[src/srg_pkg.sv]
// Constants shared by the speed reference generator: register map,
// field positions, reset values, state codes and timing figures.
// Assumes a 200 MHz system clock and a 32-bit plain register port.
package srg_pkg;

    ////////////////////////////////////////////////////////////////////////
    // Register port geometry
    localparam int ADDR_W = 8;
    localparam int DATA_W = 32;

    // Register byte offsets
    localparam logic [7:0] OFF_CTRL = 8'h00;
    localparam logic [7:0] OFF_DSET = 8'h04;
    localparam logic [7:0] OFF_FILT = 8'h08;
    localparam logic [7:0] OFF_DRIFT = 8'h0C;
    localparam logic [7:0] OFF_OFFS = 8'h10;
    localparam logic [7:0] OFF_DZONE = 8'h14;
    localparam logic [7:0] OFF_FSCALE = 8'h18;
    localparam logic [7:0] OFF_CAL = 8'h1C;
    localparam logic [7:0] OFF_AIMON = 8'h20;
    localparam logic [7:0] OFF_REFMON = 8'h24;
    localparam logic [7:0] OFF_STAT = 8'h28;
    // Entry table window: 0x40..0x7C, one word per entry
    localparam logic [1:0] ENT_WIN = 2'h1;

    ////////////////////////////////////////////////////////////////////////
    // Control word field positions
    localparam int CTRL_SRC_LSB = 0;
    localparam int CTRL_MAIN_BIT = 4;
    localparam int CTRL_AUX_LSB = 8;
    localparam int CTRL_MODE_LSB = 12;
    localparam int CTRL_CNT_LSB = 16;
    localparam int CTRL_UNIT_BIT = 21;
    localparam int CTRL_STOP_LSB = 24;
    // Entry word field positions
    localparam int ENT_TIME_LSB = 16;
    localparam int ENT_GRP_LSB = 28;

    // Reset values
    localparam logic [31:0] CTRL_RST = 32'h0001_0000;
    localparam logic [15:0] FSCALE_RST = 16'h0BB8;

    ////////////////////////////////////////////////////////////////////////
    // Analog full scale in millivolts
    localparam logic signed [15:0] FULL_MV = 16'sh2710;
    localparam logic signed [31:0] FULL_MV_W = 32'sh0000_2710;

    // Sequencer run modes
    localparam logic [1:0] MODE_SINGLE = 2'h0;
    localparam logic [1:0] MODE_CYCLIC = 2'h1;
    localparam logic [1:0] MODE_DI = 2'h2;

    // Sequencer states
    typedef enum logic [1:0] {
        SEQ_IDLE = 2'b00,
        SEQ_RUN = 2'b01,
        SEQ_DONE = 2'b10
    } srg_seq_t;

    ////////////////////////////////////////////////////////////////////////
    // Timing: one millisecond tick, and milliseconds per second
    localparam int CLK_PERIOD_NS = 5;
    localparam int TICK_MS_NS = 1000000;
    localparam int TICK_MS_CYC = TICK_MS_NS / CLK_PERIOD_NS;
    localparam logic [9:0] MS_PER_S_M1 = 10'h3E7;

endpackage

[src/srg_speed_ref.sv]
// Speed reference generator: analog conditioning chain, source select
// and a sixteen-entry multi-speed sequencer behind a plain register port.
// Assumes samples and speed feedback arrive on clk_sys_i; digital inputs
// come from pins and are synchronised here.
//
// Design decisions made here: the address map and strobed register access.
`timescale 1ns/1ps

// Summary of operation
// - Five reference source options by select
// - Main source: digital setpoint or analog
// - Low-pass filter; zero constant passes through
// - Drift and dead zone follow the filter
// - Subtract zero-drift value from filtered sample
// - Auto calibration stores measured drift
// - Subtract offset from drift-corrected sample
// - Dead zone forces zero; range +-10000
// - Speed equals sample over 10000 times full-scale
// - Sample and speed monitors readable live
// - Aux source: digital, analog or multi-speed
// - Sixteen entries: speed, time, ramp group
// - Direction input inverts multi-speed reference
// - Mode 0 runs entries once, then stops
// - Entry time counted from entry start
// - Zero-time entries are skipped
// - Speed reached when feedback meets entry speed
// - Servo-off aborts, stop mode reported
// - Mode 1 repeats entries while servo on
// - Mode 2 entry taken directly from select inputs
module srg_speed_ref #(
    parameter int TICK_MS_CYC = srg_pkg::TICK_MS_CYC
) (
    input wire logic clk_sys_i,
    input wire logic nrst_i,
    input wire logic [srg_pkg::ADDR_W-1:0] addr_i,
    input wire logic [srg_pkg::DATA_W-1:0] wdata_i,
    input wire logic wr_i,
    input wire logic rd_i,
    output logic [srg_pkg::DATA_W-1:0] rdata_o,
    input wire logic sample_valid_i,
    input wire logic signed [15:0] sample_mv_i,
    input wire logic signed [15:0] speed_fb_i,
    input wire logic servo_on_i,
    input wire logic dir_invert_i,
    input wire logic ref_switch_i,
    input wire logic [3:0] entry_select_i,
    output logic signed [15:0] speed_ref_o,
    output logic [1:0] accel_group_o,
    output logic speed_reached_o,
    output logic stop_request_o,
    output logic [1:0] stop_mode_o,
    output logic seq_done_o
);
    import srg_pkg::*;

    ////////////////////////////////////////////////////////////////////////
    // Reset release through two flops
    logic [1:0] rst_sync_ff;
    logic rst_n;

    always_ff @(posedge clk_sys_i or negedge nrst_i) begin
        if (!nrst_i) begin
            rst_sync_ff <= 2'h0;
        end else begin
            rst_sync_ff <= {rst_sync_ff[0], 1'b1};
        end
    end
    assign rst_n = rst_sync_ff[1];

    ////////////////////////////////////////////////////////////////////////
    // Pin synchroniser; first stage feeds only the second
    logic [6:0] pin_meta_ff;
    logic [6:0] pin_ff;
    logic servo_on; // Synchronised servo enable
    logic dir_inv; // Synchronised direction invert
    logic ref_sw; // Synchronised A/B switch
    logic [3:0] sel_in; // Synchronised entry select

    always_ff @(posedge clk_sys_i or negedge rst_n) begin
        if (!rst_n) begin
            pin_meta_ff <= 7'h00;
            pin_ff <= 7'h00;
        end else begin
            pin_meta_ff <= {servo_on_i, dir_invert_i, ref_switch_i, entry_select_i};
            pin_ff <= pin_meta_ff;
        end
    end
    assign servo_on = pin_ff[6];
    assign dir_inv = pin_ff[5];
    assign ref_sw = pin_ff[4];
    assign sel_in = pin_ff[3:0];

    ////////////////////////////////////////////////////////////////////////
    // Register file
    logic [31:0] ctrl_ff; // Source selects, run mode, count, unit
    logic signed [15:0] dset_ff; // Digital speed setpoint
    logic [3:0] filt_ff; // Filter shift, 0 = bypass
    logic signed [15:0] drift_ff; // Zero drift in mV
    logic signed [15:0] offs_ff; // Offset in mV
    logic [15:0] dzone_ff; // Dead zone half width in mV
    logic signed [15:0] fscale_ff; // Speed at full scale
    logic cal_pend_ff; // Calibration waiting for a sample
    logic signed [15:0] ent_spd_ff [16];
    logic [11:0] ent_time_ff [16];
    logic [1:0] ent_grp_ff [16];
    logic wr_ctrl, wr_drift, wr_ent, wr_cal;
    logic [3:0] ent_idx;
    logic signed [15:0] y2_ff;
    logic valid_d_ff;

    assign wr_ctrl = wr_i && addr_i == OFF_CTRL;
    assign wr_drift = wr_i && addr_i == OFF_DRIFT;
    assign wr_cal = wr_i && addr_i == OFF_CAL && wdata_i[0];
    assign wr_ent = wr_i && addr_i[7:6] == ENT_WIN;
    assign ent_idx = addr_i[5:2];

    // Plain configuration words
    always_ff @(posedge clk_sys_i or negedge rst_n) begin
        if (!rst_n) begin
            ctrl_ff <= CTRL_RST;
            dset_ff <= 16'sh0000;
            filt_ff <= 4'h0;
            offs_ff <= 16'sh0000;
            dzone_ff <= 16'h0000;
            fscale_ff <= FSCALE_RST;
        end else if (wr_i) begin
            if (wr_ctrl) begin
                ctrl_ff <= wdata_i;
            end
            if (addr_i == OFF_DSET) begin
                dset_ff <= wdata_i[15:0];
            end
            if (addr_i == OFF_FILT) begin
                filt_ff <= wdata_i[3:0];
            end
            if (addr_i == OFF_OFFS) begin
                offs_ff <= wdata_i[15:0];
            end
            if (addr_i == OFF_DZONE) begin
                dzone_ff <= wdata_i[15:0];
            end
            if (addr_i == OFF_FSCALE) begin
                fscale_ff <= wdata_i[15:0];
            end
        end
    end

    // Entry table, one word per entry
    always_ff @(posedge clk_sys_i or negedge rst_n) begin
        if (!rst_n) begin
            for (int i = 0; i < 16; i++) begin
                ent_spd_ff[i] <= 16'sh0000;
                ent_time_ff[i] <= 12'h000;
                ent_grp_ff[i] <= 2'h0;
            end
        end else if (wr_ent) begin
            ent_spd_ff[ent_idx] <= wdata_i[15:0];
            ent_time_ff[ent_idx] <= wdata_i[ENT_TIME_LSB +: 12];
            ent_grp_ff[ent_idx] <= wdata_i[ENT_GRP_LSB +: 2];
        end
    end

    // Calibration request; a new request beats the completing sample
    always_ff @(posedge clk_sys_i or negedge rst_n) begin
        if (!rst_n) begin
            cal_pend_ff <= 1'b0;
        end else begin
            cal_pend_ff <= wr_cal || (cal_pend_ff && !valid_d_ff);
        end
    end

    // Drift: manual write, or the filtered sample seen at zero input
    always_ff @(posedge clk_sys_i or negedge rst_n) begin
        if (!rst_n) begin
            drift_ff <= 16'sh0000;
        end else if (wr_drift) begin
            drift_ff <= wdata_i[15:0];
        end else if (cal_pend_ff && valid_d_ff) begin
            drift_ff <= y2_ff;
        end
    end

    ////////////////////////////////////////////////////////////////////////
    // Analog chain: filter, drift, offset, clamp, dead zone, scale
    logic signed [16:0] filt_diff, filt_step, filt_sum;
    logic signed [16:0] y3;
    logic signed [17:0] y4;
    logic signed [15:0] y4c, y5;
    logic [15:0] y4_abs;
    logic dead_hit;
    logic signed [31:0] prod;
    logic signed [31:0] quot;
    logic signed [15:0] y6_ff;

    assign filt_diff = {sample_mv_i[15], sample_mv_i} - {y2_ff[15], y2_ff};
    assign filt_step = filt_diff >>> filt_ff;
    assign filt_sum = {y2_ff[15], y2_ff} + filt_step;

    // Filter state; updates only on a new sample
    always_ff @(posedge clk_sys_i or negedge rst_n) begin
        if (!rst_n) begin
            y2_ff <= 16'sh0000;
            valid_d_ff <= 1'b0;
        end else begin
            valid_d_ff <= sample_valid_i;
            if (sample_valid_i) begin
                // Zero time constant bypasses the filter entirely
                y2_ff <= (filt_ff == 4'h0) ? sample_mv_i : filt_sum[15:0];
            end
        end
    end

    // Drift and offset after the filter, never inside it
    assign y3 = {y2_ff[15], y2_ff} - {drift_ff[15], drift_ff};
    assign y4 = {y3[16], y3} - {{2{offs_ff[15]}}, offs_ff};

    // Clamp to the working span before the dead zone test
    always_comb begin
        if (y4 > 18'(FULL_MV)) begin
            y4c = FULL_MV;
        end else if (y4 < -18'(FULL_MV)) begin
            y4c = -FULL_MV;
        end else begin
            y4c = y4[15:0];
        end
    end
    assign y4_abs = y4c[15] ? 16'(-y4c) : y4c;
    assign dead_hit = y4_abs <= dzone_ff;
    assign y5 = dead_hit ? 16'sh0000 : y4c;

    // Constant divider; result never exceeds the full-scale speed
    assign prod = 32'(y5) * 32'(fscale_ff);
    assign quot = prod / FULL_MV_W;

    // Speed from sample, taken once per sample
    always_ff @(posedge clk_sys_i or negedge rst_n) begin
        if (!rst_n) begin
            y6_ff <= 16'sh0000;
        end else if (valid_d_ff) begin
            y6_ff <= quot[15:0];
        end
    end

    ////////////////////////////////////////////////////////////////////////
    // Multi-speed sequencer
    srg_seq_t state_ff, nxt_state;
    logic [3:0] idx_ff, nxt_idx;
    logic [1:0] mode;
    logic [4:0] cnt_raw;
    logic [3:0] last_idx;
    logic [11:0] cur_time;
    logic [31:0] pre_ff;
    logic [9:0] sec_ff;
    logic [11:0] time_ff;
    logic ms_tick, unit_tick, run_adv, entry_start;
    logic stop_req_ff, reached_ff;

    assign mode = ctrl_ff[CTRL_MODE_LSB +: 2];
    assign cnt_raw = ctrl_ff[CTRL_CNT_LSB +: 5];
    // Count outside 1..16 is clamped into range
    assign last_idx = (cnt_raw == 5'h00) ? 4'h0 :
                      (cnt_raw > 5'h10) ? 4'hF : 4'(cnt_raw - 5'h01);
    assign cur_time = ent_time_ff[idx_ff];

    assign ms_tick = pre_ff == 32'(TICK_MS_CYC - 1);
    assign unit_tick = ctrl_ff[CTRL_UNIT_BIT] ? (ms_tick && sec_ff == MS_PER_S_M1) : ms_tick;
    // Time includes the ramp, so counting starts when the entry begins
    assign run_adv = state_ff == SEQ_RUN && servo_on && mode != MODE_DI &&
                     (cur_time == 12'h000 ||
                      (unit_tick && time_ff == cur_time - 12'h001));
    assign entry_start = (state_ff == SEQ_IDLE && servo_on) || run_adv;

    // Entry timer; restarts whenever a new entry begins
    always_ff @(posedge clk_sys_i or negedge rst_n) begin
        if (!rst_n) begin
            pre_ff <= 32'h0000_0000;
            sec_ff <= 10'h000;
            time_ff <= 12'h000;
        end else if (entry_start || state_ff != SEQ_RUN) begin
            pre_ff <= 32'h0000_0000;
            sec_ff <= 10'h000;
            time_ff <= 12'h000;
        end else begin
            pre_ff <= ms_tick ? 32'h0000_0000 : pre_ff + 32'h0000_0001;
            if (ms_tick) begin
                sec_ff <= (sec_ff == MS_PER_S_M1) ? 10'h000 : sec_ff + 10'h001;
            end
            if (unit_tick) begin
                time_ff <= time_ff + 12'h001;
            end
        end
    end

    // Next state and entry
    always_comb begin
        nxt_state = state_ff;
        nxt_idx = idx_ff;
        unique case (state_ff)
            SEQ_IDLE: begin
                if (servo_on) begin
                    nxt_state = SEQ_RUN;
                    nxt_idx = (mode == MODE_DI) ? sel_in : 4'h0;
                end
            end
            SEQ_RUN: begin
                if (!servo_on) begin
                    nxt_state = SEQ_IDLE;
                end else if (mode == MODE_DI) begin
                    nxt_idx = sel_in;
                end else if (run_adv) begin
                    if (idx_ff != last_idx) begin
                        nxt_idx = idx_ff + 4'h1;
                    end else if (mode == MODE_CYCLIC) begin
                        nxt_idx = 4'h0;
                    end else begin
                        nxt_state = SEQ_DONE;
                    end
                end
            end
            SEQ_DONE: begin
                // Single run rearms only after servo goes off
                if (!servo_on) begin
                    nxt_state = SEQ_IDLE;
                end
            end
            default: begin
                nxt_state = SEQ_IDLE;
            end
        endcase
    end

    // Sequencer state
    always_ff @(posedge clk_sys_i or negedge rst_n) begin
        if (!rst_n) begin
            state_ff <= SEQ_IDLE;
            idx_ff <= 4'h0;
        end else begin
            state_ff <= nxt_state;
            idx_ff <= nxt_idx;
        end
    end

    // Entry reference with direction; -32768 cannot be inverted
    logic signed [15:0] ms_ref;
    logic signed [15:0] ent_spd;
    logic [16:0] fb_abs, tgt_abs;

    assign ent_spd = ent_spd_ff[idx_ff];
    assign ms_ref = (state_ff != SEQ_RUN) ? 16'sh0000 :
                    dir_inv ? -ent_spd : ent_spd;
    assign fb_abs = speed_fb_i[15] ? 17'(-{speed_fb_i[15], speed_fb_i}) : {1'b0, speed_fb_i};
    assign tgt_abs = ent_spd[15] ? 17'(-{ent_spd[15], ent_spd}) : {1'b0, ent_spd};

    // Speed reached and abort flag
    always_ff @(posedge clk_sys_i or negedge rst_n) begin
        if (!rst_n) begin
            reached_ff <= 1'b0;
            stop_req_ff <= 1'b0;
        end else begin
            reached_ff <= state_ff == SEQ_RUN && fb_abs >= tgt_abs;
            if (state_ff == SEQ_RUN && !servo_on) begin
                stop_req_ff <= 1'b1;
            end else if (servo_on) begin
                stop_req_ff <= 1'b0;
            end
        end
    end

    ////////////////////////////////////////////////////////////////////////
    // Source selection
    logic signed [15:0] ref_a, ref_b, ref_sel;
    logic signed [16:0] ref_sum;
    logic signed [15:0] speed_ref_ff;

    assign ref_a = ctrl_ff[CTRL_MAIN_BIT] ? y6_ff : dset_ff;
    always_comb begin
        unique case (ctrl_ff[CTRL_AUX_LSB +: 2])
            2'h0: ref_b = dset_ff;
            2'h1: ref_b = y6_ff;
            2'h2: ref_b = ms_ref;
            default: ref_b = 16'sh0000;
        endcase
    end
    assign ref_sum = {ref_a[15], ref_a} + {ref_b[15], ref_b};

    // Sum saturates rather than wrapping direction
    always_comb begin
        unique case (ctrl_ff[CTRL_SRC_LSB +: 3])
            3'h0: ref_sel = ref_a;
            3'h1: ref_sel = ref_b;
            3'h2: ref_sel = (ref_sum > 17'sh07FFF) ? 16'sh7FFF :
                            (ref_sum < -17'sh08000) ? -16'sh8000 : ref_sum[15:0];
            3'h3: ref_sel = ref_sw ? ref_b : ref_a;
            3'h4: ref_sel = dset_ff;
            default: ref_sel = 16'sh0000;
        endcase
    end

    // Registered reference output
    always_ff @(posedge clk_sys_i or negedge rst_n) begin
        if (!rst_n) begin
            speed_ref_ff <= 16'sh0000;
        end else begin
            speed_ref_ff <= ref_sel;
        end
    end

    assign speed_ref_o = speed_ref_ff;
    assign accel_group_o = ent_grp_ff[idx_ff];
    assign speed_reached_o = reached_ff;
    assign stop_request_o = stop_req_ff;
    assign stop_mode_o = ctrl_ff[CTRL_STOP_LSB +: 2];
    assign seq_done_o = state_ff == SEQ_DONE;

    ////////////////////////////////////////////////////////////////////////
    // Read port; data valid only in the cycle after the strobe
    logic [31:0] rd_mux;
    logic [31:0] rdata_ff;

    always_comb begin
        rd_mux = 32'h0000_0000;
        if (addr_i[7:6] == ENT_WIN) begin
            rd_mux = {2'h0, ent_grp_ff[ent_idx], ent_time_ff[ent_idx], ent_spd_ff[ent_idx]};
        end else begin
            unique case (addr_i)
                OFF_CTRL: rd_mux = ctrl_ff;
                OFF_DSET: rd_mux = {16'h0000, dset_ff};
                OFF_FILT: rd_mux = {28'h000_0000, filt_ff};
                OFF_DRIFT: rd_mux = {16'h0000, drift_ff};
                OFF_OFFS: rd_mux = {16'h0000, offs_ff};
                OFF_DZONE: rd_mux = {16'h0000, dzone_ff};
                OFF_FSCALE: rd_mux = {16'h0000, fscale_ff};
                OFF_CAL: rd_mux = {31'h0000_0000, cal_pend_ff};
                OFF_AIMON: rd_mux = {16'h0000, y2_ff};
                OFF_REFMON: rd_mux = {16'h0000, y6_ff};
                OFF_STAT: rd_mux = {24'h00_0000, reached_ff, stop_req_ff,
                                    state_ff, idx_ff};
                default: rd_mux = 32'h0000_0000;
            endcase
        end
    end

    always_ff @(posedge clk_sys_i or negedge rst_n) begin
        if (!rst_n) begin
            rdata_ff <= 32'h0000_0000;
        end else begin
            rdata_ff <= rd_i ? rd_mux : 32'h0000_0000;
        end
    end
    assign rdata_o = rdata_ff;

    ////////////////////////////////////////////////////////////////////////
    // Checks
    AST_FILT_PASS: assert property (@(posedge clk_sys_i) disable iff (!rst_n)
        sample_valid_i && filt_ff == 4'h0 |=> y2_ff == $past(sample_mv_i))
        else $error("filter bypass did not pass sample");
    AST_DEAD_ZERO: assert property (@(posedge clk_sys_i) disable iff (!rst_n)
        valid_d_ff && dead_hit |=> y6_ff == 16'sh0000)
        else $error("dead zone sample not zero");
    AST_MAIN_DIG: assert property (@(posedge clk_sys_i) disable iff (!rst_n)
        ctrl_ff[2:0] == 3'h0 && !ctrl_ff[CTRL_MAIN_BIT] |=> speed_ref_o == $past(dset_ff))
        else $error("main digital setpoint not selected");
    AST_DI_ENTRY: assert property (@(posedge clk_sys_i) disable iff (!rst_n)
        state_ff == SEQ_RUN && servo_on && mode == MODE_DI |=> idx_ff == $past(sel_in))
        else $error("select inputs not followed");
    AST_SKIP: assert property (@(posedge clk_sys_i) disable iff (!rst_n)
        run_adv && cur_time == 12'h000 && idx_ff != last_idx
        |=> idx_ff == $past(idx_ff) + 4'h1 && state_ff == SEQ_RUN)
        else $error("zero time entry not skipped");
    AST_SINGLE_END: assert property (@(posedge clk_sys_i) disable iff (!rst_n)
        run_adv && idx_ff == last_idx && mode == MODE_SINGLE
        |=> seq_done_o ##1 (seq_done_o || state_ff == SEQ_IDLE))
        else $error("single run did not stop");
    AST_CYCLIC: assert property (@(posedge clk_sys_i) disable iff (!rst_n)
        run_adv && idx_ff == last_idx && mode == MODE_CYCLIC
        |=> idx_ff == 4'h0 && state_ff == SEQ_RUN)
        else $error("cyclic run did not restart");
    AST_ABORT: assert property (@(posedge clk_sys_i) disable iff (!rst_n)
        state_ff == SEQ_RUN && !servo_on |=> state_ff == SEQ_IDLE && stop_request_o)
        else $error("servo off did not abort");
    AST_REACHED: assert property (@(posedge clk_sys_i) disable iff (!rst_n)
        state_ff == SEQ_RUN && fb_abs >= tgt_abs |=> speed_reached_o)
        else $error("speed reached not flagged");
    AST_CAL: assert property (@(posedge clk_sys_i) disable iff (!rst_n)
        cal_pend_ff && valid_d_ff && !wr_drift |=> drift_ff == $past(y2_ff))
        else $error("calibration did not store drift");

endmodule

[config.mk]
export PLATFORM = sky130hd
export DESIGN_NAME = srg_speed_ref
export DESIGN_NICKNAME = d
export VERILOG_FILES = /design/src/srg_pkg.sv /design/src/srg_speed_ref.sv
export SDC_FILE = /design/constraint.sdc
export NUM_CORES = 2
export LEC_CHECK = 0
export ABC_AREA = 0
export BUFFER_PORTS_ARGS = -buffer_cell sky130_fd_sc_hd__buf_2
export CAP_MARGIN = 20
export CORE_ASPECT_RATIO = 0.5
export CORE_MARGIN = 4
export CORE_UTILIZATION = 41
export CTS_BUF_LIST = sky130_fd_sc_hd__clkbuf_4
export DETAILED_ROUTE_END_ITERATION = 10
export SYNTH_ARGS = -nofsm -noshare
export SYNTH_HDL_FRONTEND = slang
export SYNTH_SLANG_ARGS = --single-unit
[constraint.sdc]
create_clock -name clk_sys_i -period 32.1 [get_ports clk_sys_i]
set_input_delay 3.21 -clock clk_sys_i [delete_from_list [all_inputs] [get_ports clk_sys_i]]
set_output_delay 3.21 -clock clk_sys_i [all_outputs]
set_load 0.005 [all_outputs]
# Word-level counts from Yosys, hierarchy flattened

Cells that the tools add are included.

Flip-flop bits (word level): 756
Input port bits: 84
Output and inout port bits: 55
Logic and storage cells: 254

$add $sub $neg: 15
$mul: 1
Divide/modulo/power cells: 1
Magnitude comparators: 10
Equality and inequality tests: 36
Shifts and indexed selects: 1
Mux-type cells: 75
Bitwise gates (word level): 2
Reduce and logical (&&, ||, !) cells: 42

Operators with widths:

| kind                                             | count |
|---|---|
| case mux 32 bit (11 select lines)                | 1 |
| two-way mux 16 bit                               | 18 |
| bitwise mux 256 bit                              | 1 |
| bitwise mux 192 bit                              | 1 |
| binary-select mux 16 bit (select 4 bit)          | 2 |
| two-way mux 32 bit                               | 4 |
| binary-select mux 12 bit (select 4 bit)          | 2 |
| two-way mux 12 bit                               | 7 |
| case mux 16 bit (5 select lines)                 | 1 |
| demux 16 bit (select 4 bit)                      | 1 |
| demux 12 bit (select 4 bit)                      | 1 |
| case mux 16 bit (3 select lines)                 | 1 |
| two-way mux 4 bit                                | 9 |
| two-way mux 17 bit                               | 2 |
| negation 17 bit                                  | 2 |
| subtractor 16 x 16 -> 17 bit                     | 2 |
| adder 32 x 1 -> 32 bit, second input constant    | 1 |
| bitwise mux 32 bit                               | 1 |
| divider 32 x 15 -> 32 bit, second input constant | 1 |
| == test 32 x 18 -> 1 bit, second input constant  | 1 |
| == test 8 x 5 -> 1 bit, second input constant    | 4 |
| multiplier 16 x 16 -> 32 bit                     | 1 |
| negation 16 bit                                  | 2 |
| two-way mux 10 bit                               | 3 |
| other kinds (54)                                 | 114 |

# Depth between registers and ports, before layout

Word-level depth: 13
Depth in mapped cells: 132

# Least setup slack after synthesis

OpenSTA, ideal clock, no wires.

Path kind: register to register
From: register drift_ff[0]
To: register y6_ff[12]
Setup time: 125 ps
Arrival: 28689 ps
Data required time: 31975 ps
Slack: 3286 ps
Cell stages (with the launch flop): 118
Buffers on the path: 7
Cells stage by stage: dfrtp_1 -> inv_1 -> fa_1 -> ha_1 -> nor2_1 -> fa_1 -> nand2b_1 -> a211oi_2 -> o21ba_1 -> nor2_1 -> a2111o_1 -> or3_1 -> a21o_1 -> clkbuf_1 -> nand2_1 -> o21ai_0 -> nor2b_1 -> nand2_1 -> (+82 left out) -> or2b_2 -> a21boi_2 -> o221ai_1 -> o21ai_1 -> or3b_1 -> o2bb2ai_1 -> or4_4 -> and4_4 -> o211ai_2 -> nand2_2 -> a31oi_1 -> nor2_1 -> ha_1 -> and2_1 -> and2_1 -> a41oi_1 -> xnor2_1 -> mux2_2

Word-level cells in the longest chain between the ends: 11
Elaborated cells between the ends (all ways): 12
Classes of those cells: 3 x add/sub; 1 x mul; 1 x div; 3 x order compare; 4 x mux

Ends and longest elaborated chain:

| element                               | RTL line             | source |
|---|---|---|
| from (decl)                           | srg_speed_ref.sv:98  | `logic signed [15:0] drift_ff;` |
| from (signal assigned)                | srg_speed_ref.sv:177 | `drift_ff <= wdata_i[15:0];` |
| from (signal assigned)                | srg_speed_ref.sv:179 | `drift_ff <= y2_ff;` |
| subtractor 16 x 16 -> 17 bit *        | srg_speed_ref.sv:214 | `assign y3 = {y2_ff[15], y2_ff} - {drift_ff[15], drift_ff};` |
| subtractor 17 x 16 -> 18 bit *        | srg_speed_ref.sv:215 | `assign y4 = {y3[16], y3} - {{2{offs_ff[15]}}, offs_ff};` |
| less-than comparator 18 x 15 -> 1 bit | srg_speed_ref.sv:221 | `end else if (y4 < -18'(FULL_MV)) begin` |
| two-way mux 16 bit                    | srg_speed_ref.sv:221 |  |
| two-way mux 16 bit *                  | srg_speed_ref.sv:219 | `if (y4 > 18'(FULL_MV)) begin` |
| negation 16 bit                       | srg_speed_ref.sv:227 | `assign y4_abs = y4c[15] ? 16'(-y4c) : y4c;` |
| two-way mux 16 bit                    | srg_speed_ref.sv:227 |  |
| less-or-equal comparator 16 bit       | srg_speed_ref.sv:228 | `assign dead_hit = y4_abs <= dzone_ff;` |
| two-way mux 16 bit *                  | srg_speed_ref.sv:229 | `assign y5 = dead_hit ? 16'sh0000 : y4c;` |
| multiplier 16 x 16 -> 32 bit *        | srg_speed_ref.sv:232 | `assign prod = 32'(y5) * 32'(fscale_ff);` |
| divider 32 x 15 -> 32 bit *           | srg_speed_ref.sv:233 | `assign quot = prod / FULL_MV_W;` |
| to (signal assigned)                  | srg_speed_ref.sv:240 | `y6_ff <= quot[15:0];` |
| to (decl)                             | srg_speed_ref.sv:193 | `logic signed [15:0] y6_ff;` |

Mark *: on every way between the ends. The rest lies on a longest branch, timed or not.
A chain may end at the register's enable or synchronous reset.

# Worst setup path in the final report

From: register drift_ff[0]
To: register y6_ff[8]

Same word-level chain as after synthesis.

==> results.yml <==
status:
  status: "completed"
clock_tree:
  root_buffer: "clkbuf_4"
  numCtsBuffers: 193
  tritoncts: "done"
  clock-sinks: 756
  clk_pin_slew_ns: 0.07
  cts_max_level: 4
  clock_path_buffers: 3
  clkLatencyLatePin_ns: 1.15
  hold_buffers: 0
logic_synthesis:
  yosys_most_used_dff: "dfrtp_1"
  async_flop_share: 1.000
  synthCells: 6086
  ys_types: 141
  synth-edff-count: 0
  synth_warnings: 0
  ys_seq_elements: 756
  synth-seq-area-share: 0.2981
  avgSynthCellArea_um2: 10.43
  netlist_area_um2: 63510
placed_design:
  gp_congestion: 0.9031
  dp_worst_setup_slack_ns: -0.08704
  port_buffers: 138
  dp_hpwl_mm: 133.8
  dpl_cell_area_um2: 66820
timing:
  setup_slack_ns: 1.718
  finClkSkew_ns: 0.09848
  max-slew-margin-rel: 0.2404
  setup_viol: 0
  final_hold_viol_count: 0
  tns_ns: 0
  fmax_ghz: 0.03291
  drv_slew: 0
  worst_slew_pin_slew_ns: 1.137
  period_share: 0.9465
  post-route-min-period_ns: 30.38
drt:
  dr.pass1.iters: 8
  routedWlPerCell_um: 22.33
  antenna_left: 0
  wirelength_mm: 189.1
  vias_per_cell: 5.863
  vias: 49640
  route.detailed.drc: 0
  initialDrtViolationCount: 3963
min_path:
  min_path_type: "flop to async pin"
finish:
  syn_to_final_growth_pct: 10.30
  fin_nets: 6822
  final.fill_count: 14483
  layout-drive-gt1-share: 0.2817
  final_area_um2: 70050
  utilization: 0.4585
floorplanning:
  rows: 101
  start_util: 0.4157
  ios: 139
  dieWidth_um: 564.6
  fp.dieH_um: 286.3
  core_um2: 152800
  die_area_um2: 161600
setup_path:
  crit_fanout: 16
  slowest_delay_ns: 0.62
  cp_slowest_cell: "or4_4"
  crit_type: "flop to flop"
  critPathCaptureType: "flop"
  ff2ff_setup_slack_ns: 1.72
  crit_arrival_ns: 31.34
  cp_top_family: "compound AO/OA/AOI/OAI gates"
  cp_num_buf_inv: 14
  cp.required_ns: 33.06
  r2r_end: "y6_ff[8]$_DFFE_PN0P_"
  critPathLaunchType: "flop"
  ff2ff_path_depth: 119
  crit_top_cell: "fa_1"
  r2r-start: "drift_ff[0]$_DFFE_PN0P_"
grt:
  grt_max_degree: 79
  grt_pass1_wl_mm: 295.1
  grt_pass1_vias: 49516
  track_usage: 0.2321
  gr-total-overflow: 0
  antenna_found_initial: 7
run:
  drv_cap: 0
cell usage after synthesis, types with 27 or more instances:
cell type  number  area [um^2]
a21o_1         54        405.4
dfrtp_1       748        18720
a221oi_1       41        359.1
buf_1          71        266.5
o21a_1         31        232.7
clkbuf_1      255        957.2
mux2_2        630         7094
a22o_1         27        236.5
and3_1         44        275.3
nor2b_1        33        206.5
o31ai_1        33        247.7
o21ai_0       169        845.8
a21oi_1       230         1151
mux2i_1        80        800.8
xor2_1        112        980.9
nor3_1         83        415.4
o21bai_1       36        270.3
mux4_2        301         6779
o22ai_1        30        187.7
a22oi_1        31        232.7
nand2b_1       36        225.2
nand4_1        51        319.1
nand2_1       440         1652
or3_1          45        281.5
a31oi_1        55        344.1
and2_1        160         1001
ha_1          194         2427
xnor2_1       203         1778
nand3_1       108        540.5
fa_1          281         5625
o211ai_1       55        412.9
inv_1         477         1790
nor2_1        386         1449
o21ai_1        27        135.1
a211oi_1       49        367.9
cells in the final DEF, fill, tap and decap left out, types with 135 or more instances in the layout:
cell type  netlist  routed
ha_1           194     191
nand2_1        440     433
dfrtp_1        748     743
buf_4            6     192
mux2_2         630     630
mux4_2         301     301
nor2_1         386     363
fa_1           281     281
inv_1          477     476
clkbuf_4         0     281
buf_2           21     135
xnor2_1        203     194
a21oi_1        230     222
and2_1         160     160
o21ai_0        169     166
layer usage:
metal | GRT usage | vias up | routed length (um)
li1 | - | 22602 | -
met1 | 0.3206 | 25234 | 84010
met2 | 0.3762 | 1502 | 88460
met3 | 0.03535 | 296 | 11220
met4 | 0.07385 | 6 | 5327
met5 | 0 | - | 43
registers in the layout, indices dropped and copies added (netlist names), 16 cells and up:
| register | flops |
|---|---|
| fscale_ff | 16 |
| rdata_o | 32 |
| ctrl_ff | 32 |
| offs_ff | 16 |
| y6_ff | 16 |
| ent_time_ff | 192 |
| drift_ff | 16 |
| dzone_ff | 16 |
| speed_ref_o | 16 |
| dset_ff | 16 |
| y2_ff | 16 |
| ent_grp_ff | 32 |
| pre_ff | 32 |
| ent_spd_ff | 256 |
per-stage QoR:
step                      hold slack, ns  std cells
after CTS                         0.3495       8432
after detailed placement          0.3347       8100
after floorplan                   0.3312       6089
final                             0.1113       8466
after global placement            0.3356       8100
after global routing              0.1146       8463
worst reg2reg max path, delay by kind of cell (launching register included):
family	cells	cell delay (ns)
flip-flops	1	0.36
AO/OA/AOI/OAI	52	13.33
AND/OR/NAND/NOR	37	8.86
XOR/XNOR	2	0.35
adder cells (fa/ha/maj)	13	5.22
buffers and inverters	14	1.78
multiplexers	1	0.28
timing repair:
| action | in CTS | in global routing |
|---|---|---|
| endpoints found under the setup margin | 6 | 16 |
| pin swaps | 0 | 15 |
| hold endpoints to repair | 0 | 0 |
| setup buffers | 0 | 23 |
| gates resized for setup | 1 | 101 |
worst max-delay path by stage:
stage	start	endpoint	slack (ns)	cells after the start
global route	drift_ff[0]$_DFFE_PN0P_	y6_ff[12]$_DFFE_PN0P_	-0.11	116
CTS	drift_ff[0]$_DFFE_PN0P_	y6_ff[12]$_DFFE_PN0P_	0.09	112
detailed placement	drift_ff[0]$_DFFE_PN0P_	y6_ff[12]$_DFFE_PN0P_	-0.09	113
global placement	drift_ff[0]$_DFFE_PN0P_	y6_ff[8]$_DFFE_PN0P_	0.17	113
finish	drift_ff[0]$_DFFE_PN0P_	y6_ff[8]$_DFFE_PN0P_	1.72	119
floorplan	drift_ff[0]$_DFFE_PN0P_	y6_ff[12]$_DFFE_PN0P_	3.29	117
layout make-up:
class | count | area, um^2 | share of cell area
Clock buffer | 281 | 2110 | 0.03011
Clock inverter | 51 | 319.1 | 0.004555
Tap cell | 2060 | 2577 | 0.03679
Timing Repair Buffer | 333 | 2240 | 0.03197
Antenna cell | 6 | 15.01 | 0.0002143
Inverter | 481 | 1805 | 0.02577
Multi-Input combinational cell | 4498 | 42040 | 0.6001
Sequential cell | 756 | 18940 | 0.2704
cells by family after synthesis:
family	Yosys count	share of synthesized area
fa+ha+maj	481	0.1278
other cells	2	0.0001183
simple gates	1541	0.1201
flops	756	0.2981
compound gates	1142	0.1284
buf+inv	835	0.05024
mux	1014	0.2318
xor+xnor	315	0.04344
Power is left out: the tool's default activity adds up to more than one toggle a clock period on the data nets, which glitch-free logic cannot reach.
